### src/shared/adcc_defines.svh
// constants for the converter control block: offsets, fields, reset values, timing
// Overview of operation
// - selected input drives shared sample-and-hold
// - clock select sets one bit period
// - conversion lasts exactly sixteen bit periods
// - done flag set every conversion
// - done flag cleared only by software
// - flag and enable raise interrupt, wake
// - align select picks 12-bit left, 10-bit right
// - left: high bits 11..4, low 3..0
// - right: high bits 11..10, low 9..2
// - go starts conversion if already enabled
// - completion clears go, sets flag, loads result
// - clearing go aborts, results unchanged
// - abort waits two periods, then acquires
// - reset restores registers, stops conversion
// - rc clock delays start one instruction
// - sleep, irq disabled: shut down after done
// - sleep without rc clock aborts, shuts down
`ifndef ADCC_DEFINES_SVH
`define ADCC_DEFINES_SVH
// register indices; byte address is four times the index
`define ADCC_IDX_RES_LOW     10'h09c
`define ADCC_IDX_RES_HIGH    10'h09d
`define ADCC_IDX_CTRL_PRI    10'h09e
`define ADCC_IDX_CTRL_SEC    10'h09f
`define ADCC_IDX_IRQ_FLAGS   10'h0a0
`define ADCC_IDX_IRQ_ENABLES 10'h0a1
// primary control fields
`define ADCC_PRI_EN          0
`define ADCC_PRI_GO          1
`define ADCC_PRI_CHS_LO      2
`define ADCC_PRI_DIV_LO      6
// secondary control fields
`define ADCC_SEC_RC_SEL      5
`define ADCC_SEC_CHS4        6
`define ADCC_SEC_ALIGN       7
// reset value of every register
`define ADCC_RESET_VAL       8'h00
// system clocks per bit period for each divider code
`define ADCC_DIV_CODE0       8'd8
`define ADCC_DIV_CODE1       8'd16
`define ADCC_DIV_CODE2       8'd32
`define ADCC_DIV_CODE3       8'd128
// bit periods per conversion, per abort recovery
`define ADCC_CONV_PERIODS    5'd16
`define ADCC_ABORT_PERIODS   5'd2
// first bit period that resolves a result bit
`define ADCC_FIRST_DECIDE    5'd2
// system clocks in one instruction cycle
`define ADCC_INSTR_CLOCKS    8'd4
`endif

### src/shared/adcc_pkg.sv
// types shared by the converter control block
package adcc_pkg;
    typedef enum logic [2:0] {
        ADCC_ACQUIRE  = 3'b000,
        ADCC_RC_DELAY = 3'b001,
        ADCC_CONVERT  = 3'b010,
        ADCC_RECOVER  = 3'b011,
        ADCC_OFF      = 3'b100
    } adcc_state_t;
endpackage

### src/hdl/adcc_conversion_control.sv
// converter control: apb registers, bit clock, conversion sequencer, result store
//
// Chosen here: the APB register port and the register addresses.
`timescale 1ns/1ps
`include "adcc_defines.svh"
`default_nettype none
module adcc_conversion_control
    import adcc_pkg::*;
(
    input  wire logic        core_clk,
    input  wire logic        rstn,
    input  wire logic        psel,
    input  wire logic        penable,
    input  wire logic        pwrite,
    input  wire logic [11:0] paddr,
    input  wire logic [31:0] pwdata,
    output logic      [31:0] prdata,
    output logic             pready,
    output logic             pslverr,
    input  wire logic        sleep_req,
    input  wire logic        rc_clk_in,
    input  wire logic        cmp_high,
    output logic      [4:0]  chan_sel,
    output logic             sample_en,
    output logic      [11:0] sar_code,
    output logic             conv_power,
    output logic             conv_irq,
    output logic             wake_req
);

    // software registers
    logic        en_q;
    logic        go_q;
    logic [3:0]  chs_lo_q;
    logic [1:0]  div_sel_q;
    logic        rc_sel_q;
    logic        chs4_q;
    logic        align_q;
    logic        flag_q;
    logic        irq_en_q;
    logic [7:0]  res_high_q;
    logic [7:0]  res_low_q;
    // sequencer state
    adcc_state_t state_q;
    logic [4:0]  tad_cnt_q;
    logic [7:0]  div_cnt_q;
    logic        tad_tick_q;
    logic [7:0]  dly_cnt_q;
    logic [11:0] sar_q;
    logic        shut_q;
    // bus answer and output registers
    logic        pready_q;
    logic        pslverr_q;
    logic [31:0] prdata_q;
    logic        irq_q;
    logic        wake_q;
    logic        sample_en_q;
    logic        conv_power_q;
    // synchronisers for the pins
    logic [2:0]  rc_sync_q;
    logic [1:0]  cmp_sync_q;
    logic [1:0]  slp_sync_q;

    // bus decode
    logic [9:0]  idx;
    logic        hit;
    logic        wr_ev;
    logic [7:0]  wbyte;
    logic [7:0]  rbyte;
    logic [7:0]  div_lim;
    logic        rc_edge;
    logic        tick;
    logic        sleeping;
    logic        start_ev;
    logic        abort_sw;
    logic        abort_slp;
    logic        done_ev;
    logic        decide;
    logic [3:0]  bit_pos;
    logic [11:0] sar_next;

    assign idx   = paddr[11:2];
    assign wbyte = pwdata[7:0];
    assign hit   = (idx == `ADCC_IDX_RES_LOW) || (idx == `ADCC_IDX_RES_HIGH) ||
                   (idx == `ADCC_IDX_CTRL_PRI) || (idx == `ADCC_IDX_CTRL_SEC) ||
                   (idx == `ADCC_IDX_IRQ_FLAGS) || (idx == `ADCC_IDX_IRQ_ENABLES);
    // a write lands only at the completing edge of the access phase
    assign wr_ev = psel && penable && pwrite && pready_q && hit;

    // read mux, reserved bits read zero
    always_comb begin
        rbyte = 8'h00;
        case (idx)
            `ADCC_IDX_RES_LOW:     rbyte = res_low_q;
            `ADCC_IDX_RES_HIGH:    rbyte = res_high_q;
            `ADCC_IDX_CTRL_PRI:    rbyte = {div_sel_q, chs_lo_q, go_q, en_q};
            `ADCC_IDX_CTRL_SEC:    rbyte = {align_q, chs4_q, rc_sel_q, 5'h00};
            `ADCC_IDX_IRQ_FLAGS:   rbyte = {7'h00, flag_q};
            `ADCC_IDX_IRQ_ENABLES: rbyte = {7'h00, irq_en_q};
            default:               rbyte = 8'h00;
        endcase
    end

    // one wait state: pready rises in the second access cycle
    always_ff @(posedge core_clk or negedge rstn) begin
        if (!rstn) begin
            pready_q  <= 1'b0;
            pslverr_q <= 1'b0;
            prdata_q  <= 32'h0000_0000;
        end else if (psel && penable && !pready_q) begin
            pready_q  <= 1'b1;
            pslverr_q <= !hit;
            prdata_q  <= pwrite ? 32'h0000_0000 : {24'h000000, rbyte};
        end else begin
            pready_q  <= 1'b0;
            pslverr_q <= 1'b0;
        end
    end

    // pins from outside the clock domain pass two flops first
    always_ff @(posedge core_clk or negedge rstn) begin
        if (!rstn) begin
            rc_sync_q  <= 3'b000;
            cmp_sync_q <= 2'b00;
            slp_sync_q <= 2'b00;
        end else begin
            rc_sync_q  <= {rc_sync_q[1:0], rc_clk_in};
            cmp_sync_q <= {cmp_sync_q[0], cmp_high};
            slp_sync_q <= {slp_sync_q[0], sleep_req};
        end
    end

    // edge taken from the second and third stages, never the first
    assign rc_edge  = rc_sync_q[1] && !rc_sync_q[2];
    assign sleeping = slp_sync_q[1];

    // control events
    assign start_ev  = wr_ev && (idx == `ADCC_IDX_CTRL_PRI) && wbyte[`ADCC_PRI_GO] &&
                       en_q && (state_q == ADCC_ACQUIRE);
    assign abort_sw  = wr_ev && (idx == `ADCC_IDX_CTRL_PRI) && !wbyte[`ADCC_PRI_GO] &&
                       ((state_q == ADCC_CONVERT) || (state_q == ADCC_RC_DELAY));
    // leaving the fast clocks running in sleep would corrupt the result
    assign abort_slp = sleeping && !rc_sel_q && (state_q != ADCC_OFF);
    assign tick      = tad_tick_q;
    assign done_ev   = (state_q == ADCC_CONVERT) && tick &&
                       (tad_cnt_q == `ADCC_CONV_PERIODS - 5'd1);

    // divider limit from the clock select field
    always_comb begin
        case (div_sel_q)
            2'b00:   div_lim = `ADCC_DIV_CODE0;
            2'b01:   div_lim = `ADCC_DIV_CODE1;
            2'b10:   div_lim = `ADCC_DIV_CODE2;
            default: div_lim = `ADCC_DIV_CODE3;
        endcase
    end

    // bit period generator, held in reset while disabled or on a fresh start
    always_ff @(posedge core_clk or negedge rstn) begin
        if (!rstn) begin
            div_cnt_q  <= 8'h00;
            tad_tick_q <= 1'b0;
        end else if (!en_q || shut_q || start_ev) begin
            div_cnt_q  <= 8'h00;
            tad_tick_q <= 1'b0;
        end else if (rc_sel_q) begin
            div_cnt_q  <= 8'h00;
            tad_tick_q <= rc_edge;
        end else if (div_cnt_q == div_lim - 8'd1) begin
            div_cnt_q  <= 8'h00;
            tad_tick_q <= 1'b1;
        end else begin
            div_cnt_q  <= div_cnt_q + 8'd1;
            tad_tick_q <= 1'b0;
        end
    end

    // successive approximation step for the current bit period
    assign decide  = (tad_cnt_q >= `ADCC_FIRST_DECIDE) &&
                     (tad_cnt_q < `ADCC_FIRST_DECIDE + 5'd12);
    assign bit_pos = 4'(5'd13 - tad_cnt_q);
    always_comb begin
        sar_next = sar_q;
        if (decide) begin
            sar_next[bit_pos] = cmp_sync_q[1];
            if (bit_pos != 4'd0) begin
                sar_next[bit_pos - 4'd1] = 1'b1;
            end
        end
    end

    // conversion sequencer
    always_ff @(posedge core_clk or negedge rstn) begin
        if (!rstn) begin
            state_q   <= ADCC_ACQUIRE;
            tad_cnt_q <= 5'd0;
            dly_cnt_q <= 8'h00;
            sar_q     <= 12'h000;
        end else if (!en_q) begin
            state_q   <= ADCC_ACQUIRE;
            tad_cnt_q <= 5'd0;
        end else if (abort_slp) begin
            state_q   <= ADCC_OFF;
        end else begin
            case (state_q)
                ADCC_ACQUIRE: begin
                    if (start_ev) begin
                        state_q   <= rc_sel_q ? ADCC_RC_DELAY : ADCC_CONVERT;
                        dly_cnt_q <= 8'h00;
                        tad_cnt_q <= 5'd0;
                        sar_q     <= 12'h800;
                    end
                end
                ADCC_RC_DELAY: begin
                    if (abort_sw) begin
                        state_q   <= ADCC_RECOVER;
                        tad_cnt_q <= 5'd0;
                    end else if (dly_cnt_q == `ADCC_INSTR_CLOCKS - 8'd1) begin
                        state_q   <= ADCC_CONVERT;
                    end else begin
                        dly_cnt_q <= dly_cnt_q + 8'd1;
                    end
                end
                ADCC_CONVERT: begin
                    if (abort_sw) begin
                        state_q   <= ADCC_RECOVER;
                        tad_cnt_q <= 5'd0;
                    end else if (done_ev) begin
                        state_q   <= (sleeping && !irq_en_q) ? ADCC_OFF : ADCC_ACQUIRE;
                        tad_cnt_q <= 5'd0;
                    end else if (tick) begin
                        tad_cnt_q <= tad_cnt_q + 5'd1;
                        sar_q     <= sar_next;
                    end
                end
                ADCC_RECOVER: begin
                    if (tick && tad_cnt_q == `ADCC_ABORT_PERIODS - 5'd1) begin
                        state_q   <= ADCC_ACQUIRE;
                        tad_cnt_q <= 5'd0;
                    end else if (tick) begin
                        tad_cnt_q <= tad_cnt_q + 5'd1;
                    end
                end
                ADCC_OFF: begin
                    if (!sleeping) begin
                        state_q <= ADCC_ACQUIRE;
                    end
                end
                default: state_q <= ADCC_ACQUIRE;
            endcase
        end
    end

    // shutdown follows the off state so the divider stops with it
    always_ff @(posedge core_clk or negedge rstn) begin
        if (!rstn) begin
            shut_q <= 1'b0;
        end else begin
            shut_q <= (state_q == ADCC_OFF) && sleeping;
        end
    end

    // primary control: go is set by software, cleared by hardware
    always_ff @(posedge core_clk or negedge rstn) begin
        if (!rstn) begin
            en_q      <= 1'b0;
            go_q      <= 1'b0;
            chs_lo_q  <= 4'h0;
            div_sel_q <= 2'b00;
        end else begin
            if (wr_ev && idx == `ADCC_IDX_CTRL_PRI) begin
                en_q      <= wbyte[`ADCC_PRI_EN];
                chs_lo_q  <= wbyte[`ADCC_PRI_CHS_LO +: 4];
                div_sel_q <= wbyte[`ADCC_PRI_DIV_LO +: 2];
            end
            // go ignored unless enable was set by an earlier write
            if (start_ev) begin
                go_q <= 1'b1;
            end else if (abort_sw || done_ev || abort_slp || !en_q) begin
                go_q <= 1'b0;
            end
        end
    end

    // secondary control
    always_ff @(posedge core_clk or negedge rstn) begin
        if (!rstn) begin
            rc_sel_q <= 1'b0;
            chs4_q   <= 1'b0;
            align_q  <= 1'b0;
        end else if (wr_ev && idx == `ADCC_IDX_CTRL_SEC) begin
            rc_sel_q <= wbyte[`ADCC_SEC_RC_SEL];
            chs4_q   <= wbyte[`ADCC_SEC_CHS4];
            align_q  <= wbyte[`ADCC_SEC_ALIGN];
        end
    end

    // done flag: a completion in the clearing cycle wins
    always_ff @(posedge core_clk or negedge rstn) begin
        if (!rstn) begin
            flag_q   <= 1'b0;
            irq_en_q <= 1'b0;
        end else begin
            if (done_ev) begin
                flag_q <= 1'b1;
            end else if (wr_ev && idx == `ADCC_IDX_IRQ_FLAGS) begin
                flag_q <= wbyte[0];
            end
            if (wr_ev && idx == `ADCC_IDX_IRQ_ENABLES) begin
                irq_en_q <= wbyte[0];
            end
        end
    end

    // result store, written only on completion in the chosen format
    always_ff @(posedge core_clk or negedge rstn) begin
        if (!rstn) begin
            res_high_q <= `ADCC_RESET_VAL;
            res_low_q  <= `ADCC_RESET_VAL;
        end else if (done_ev) begin
            if (!align_q) begin
                res_high_q <= sar_next[11:4];
                res_low_q  <= {sar_next[3:0], 4'h0};
            end else begin
                res_high_q <= {6'h00, sar_next[11:10]};
                res_low_q  <= sar_next[9:2];
            end
        end
    end

    // request lines and analog controls from flops, so no pin can glitch;
    // sample follows the state one cycle late, power two cycles late through shut_q
    always_ff @(posedge core_clk or negedge rstn) begin
        if (!rstn) begin
            irq_q        <= 1'b0;
            wake_q       <= 1'b0;
            sample_en_q  <= 1'b0;
            conv_power_q <= 1'b0;
        end else begin
            irq_q        <= flag_q && irq_en_q;
            wake_q       <= flag_q && irq_en_q && sleeping;
            sample_en_q  <= en_q && (state_q == ADCC_ACQUIRE);
            conv_power_q <= en_q && !shut_q;
        end
    end

    // analog side, request and bus outputs
    assign chan_sel   = {chs4_q, chs_lo_q};
    assign sample_en  = sample_en_q;
    assign sar_code   = sar_q;
    assign conv_power = conv_power_q;
    assign conv_irq   = irq_q;
    assign wake_req   = wake_q;
    assign prdata     = prdata_q;
    assign pready     = pready_q;
    assign pslverr    = pslverr_q;

endmodule
`default_nettype wire

### config.mk
export PLATFORM = sky130hd
export DESIGN_NAME = adcc_conversion_control
export DESIGN_NICKNAME = d
export VERILOG_FILES = /design/src/shared/adcc_pkg.sv /design/src/hdl/adcc_conversion_control.sv
export VERILOG_INCLUDE_DIRS = /design/src /design/src/shared
export SDC_FILE = /design/constraint.sdc
export NUM_CORES = 1
export LEC_CHECK = 0
export BUFFER_PORTS_ARGS = -buffer_cell sky130_fd_sc_hd__buf_2
export CAP_MARGIN = 20
export CORE_ASPECT_RATIO = 1.2
export CORE_MARGIN = 2
export CORE_UTILIZATION = 55
export DETAILED_ROUTE_END_ITERATION = 6
export PLACE_DENSITY = 0.81
export SLEW_MARGIN = 0
export SYNTH_ARGS = -nofsm -noshare
export SYNTH_HDL_FRONTEND = slang
export SYNTH_SLANG_ARGS = --single-unit
export TNS_END_PERCENT = 20
### constraint.sdc
create_clock -name core_clk -period 2.9 [get_ports core_clk]
set_input_delay 0.29 -clock core_clk [delete_from_list [all_inputs] [get_ports core_clk]]
set_output_delay 0.29 -clock core_clk [all_outputs]
set_load 0.05 [all_outputs]
==> out/metrics.cfg <==
[sta]
tightest_slew_ps = 816
min_period_ps = 2660
slew_violations = 0
max_freq_mhz = 376
clock_skew_ps = 14.0
relSlewSlack_pct = 45.5
rsz0062_at_grt = no
post-route-period-util_pct = 91.7
setup_violations = 0
hold_viol = 0
setup_tns_ps = 0

[floorplanning]
fp.dieArea_um2 = 9890
die_w_um = 91.1
core_um2 = 8940
row_count = 38
initial_core_util_pct = 56.0
boundaryPins = 107
die_h_um = 109

[cells_and_area]
register_area_um2 = 2200
fin_area_um2 = 5560
multi_input_area_um2 = 2530
diodes = 0
layout-drive-gt1-share_pct = 20.3
fillCellCount = 761
area_delta_synth_final_pct = 11.0
final_nets = 636

[yosys]
yosysMostFrequentCell = dfrtp_1
ys_ff_latch = 88
synth_enable_flop_cells = 0
synth_common_cells = 88 x dfrtp_1, 58 x nand2_1, 30 x nor2_1
synth_area_leaders = dfrtp_1 44%, nand2_1 4.3%, buf_4 3.9%
synth_top_area_share_pct = 44.0
synth_flop_cell = dfrtp_1
yosysTopAreaCell = dfrtp_1
postSynthAreaPerCell_um2 = 9.75
synth_cell_types = 72
ys_seq_area_share_pct = 44.0
syn-instance-count = 514
synthArstFlopShare_pct = 100
syn_area_um2 = 5010
yosysWarnings = 0

[drt]
dr.pass1.iters = 5
vias = 4090
antenna_left = 0
drt-total-wl_um = 11300
drt-initial-drc-count = 385
wl_per_cell_um = 16.3
routed_via_density = 5.88
drc_errors = 0

[placed_design]
place.gp.congestion = 0.927
hpwl_um = 8410
port_buffers = 56
dpl_cell_area_um2 = 5320

[power]
p_per_area_nw_per_um2 = 425
total_power_mw = 2.36
worst_ir_drop_vdd_mv = 0.282
leakage_nw = 2.63

[clock_tree]
clock_latency_ps = 370
cts_tree = yes
clk_pin_slew_ps = 100
clkSinkCount = 88
postCtsSetupRepairBufs = 0
numCtsBuffers = 9
root_buffer = clkbuf_8
htreeDepth = 3
cts_max_path_buffers = 2

[setup_path]
reg2reg_depth = 7
critPathLaunch = tad_cnt_q[1]
r2r_end = res_high_q[0]
arrival_ps = 2890
timing.rr.start = tad_cnt_q[1]
endpoint = res_high_q[0]
crit_required_ps = 3130
reg2reg_slack_ps = 240
crit_path_start_kind = flop
end_kind = flop
crit_type = flop to flop
crit_fanout = 11

[global_routing]
grt_pass1_vias = 3877
grt_start_max_net_pins = 51
overflow = 0
grt.total_usage_pct = 23.5
grt_pass1_wl_um = 18500
antenna_found_initial = 0

[job]
drv_cap = 0

[min_path]
hp-class = input pin to flop

[status]
run_status = complete, no violations

## cell families after synthesis
logic type / after synthesis / share of synthesized area (%)
buf+inv: 61 / 7.39
mux: 27 / 6.62
other cells: 1 / 0.0749
flops: 88 / 44.0
simple gates: 193 / 20.6
fa+ha+maj: 13 / 3.25
compound gates: 117 / 15.7
xor+xnor: 14 / 2.45
## layout make-up
| type | instances | area share [%] |
|---|---|---|
| sequential | 88 | 39.6 |
| inverter | 12 | 0.810 |
| multi-input combinational | 388 | 45.5 |
| clock inverter | 7 | 1.85 |
| clock buffer | 9 | 2.23 |
| tap | 120 | 2.70 |
| timing repair buffer | 72 | 7.29 |
## cells in the final DEF, fill, tap and decap left out, types with 7 or more instances in the layout
master | Yosys | final
ha_1 | 13 | 13
mux2i_1 | 8 | 8
nor2_1 | 30 | 30
mux2_2 | 14 | 14
inv_1 | 12 | 12
o31ai_1 | 17 | 17
dfrtp_1 | 88 | 88
nand3_1 | 18 | 18
nand2_1 | 58 | 58
xnor2_1 | 7 | 7
clkbuf_8 | 1 | 9
and2_1 | 8 | 8
buf_4 | 26 | 16
nand4_1 | 14 | 14
and3_1 | 9 | 9
nor3_1 | 13 | 13
buf_2 | 0 | 55
conb_1 | 1 | 24
o21ai_0 | 28 | 28
a21oi_1 | 20 | 20
## metrics by stage
step	hold slack, ps	setup slack (ps)	std cells	utilization, %
5_1_grt	2.61	85.1	696	62.2
3_5_place_dp	338	253	679	59.5
3_3_place_gp	335	379	679	59.5
2_1_floorplan	-5.59	659	537	-
6_report	17.9	241	696	62.2
4_1_cts	3.52	244	696	62.1
## where the power goes
group / total (mW) / internal, mW / switching, mW / leakage, nW
logic: 0.152 / 0.0256 / 0.126 / 1.31
registers: 1.24 / 1.23 / 0.00584 / 1.21
clock network: 0.970 / 0.496 / 0.475 / 0.116
total: 2.36 / 1.75 / 0.607 / 2.63
## sequential cells by signal, summed over array words and instances (netlist names), 2 cells and up
name,count
chs_lo_q,4
slp_sync_q,2
res_low_q,8
tad_cnt_q,5
res_high_q,8
rc_sync_q,3
cmp_sync_q,2
div_sel_q,2
prdata,8
state_q,3
dly_cnt_q,8
sar_code,12
div_cnt_q,8
## metal layers
metal | part of all wire [%] | global-route usage, % | up-vias
li1 | - | - | 1932
met1 | 43 | 30.8 | 1974
met2 | 49 | 38.5 | 168
met3 | 6.4 | 4.67 | 16
met4 | 1.9 | 9.42 | 0
met5 | 0 | 0 | -
## critical path, stage by stage, from the launching register on
cell      delay, ps
dfrtp_1         510
inv_1           160
ha_1            460
nor2_1          370
nand3_1         140
mux2_2          300
a31oi_1         370
o221ai_1        200
## repair_timing
action / 4_1_cts / 5_1_grt
gates resized for setup: 0 / 1
hold buffers: 1 / 0
hold endpoints to repair: 48 / 0
endpoints found under the setup margin: 0 / 1
## worst min-delay path by stage
stage | startpoint | end | slack, ps | cells past startpoint
3_5_place_dp | rc_sync_q[0] | rc_sync_q[1] | 340 | 0
3_3_place_gp | slp_sync_q[0] | slp_sync_q[1] | 330 | 0
2_1_floorplan | rstn | align_q | -6 | 0
4_1_cts | sleep_req | slp_sync_q[0] | 4 | 1
5_1_grt | cmp_high | cmp_sync_q[0] | 3 | 1
6_report | cmp_high | cmp_sync_q[0] | 20 | 1
Note: power is estimated with default switching activity, not from simulation.
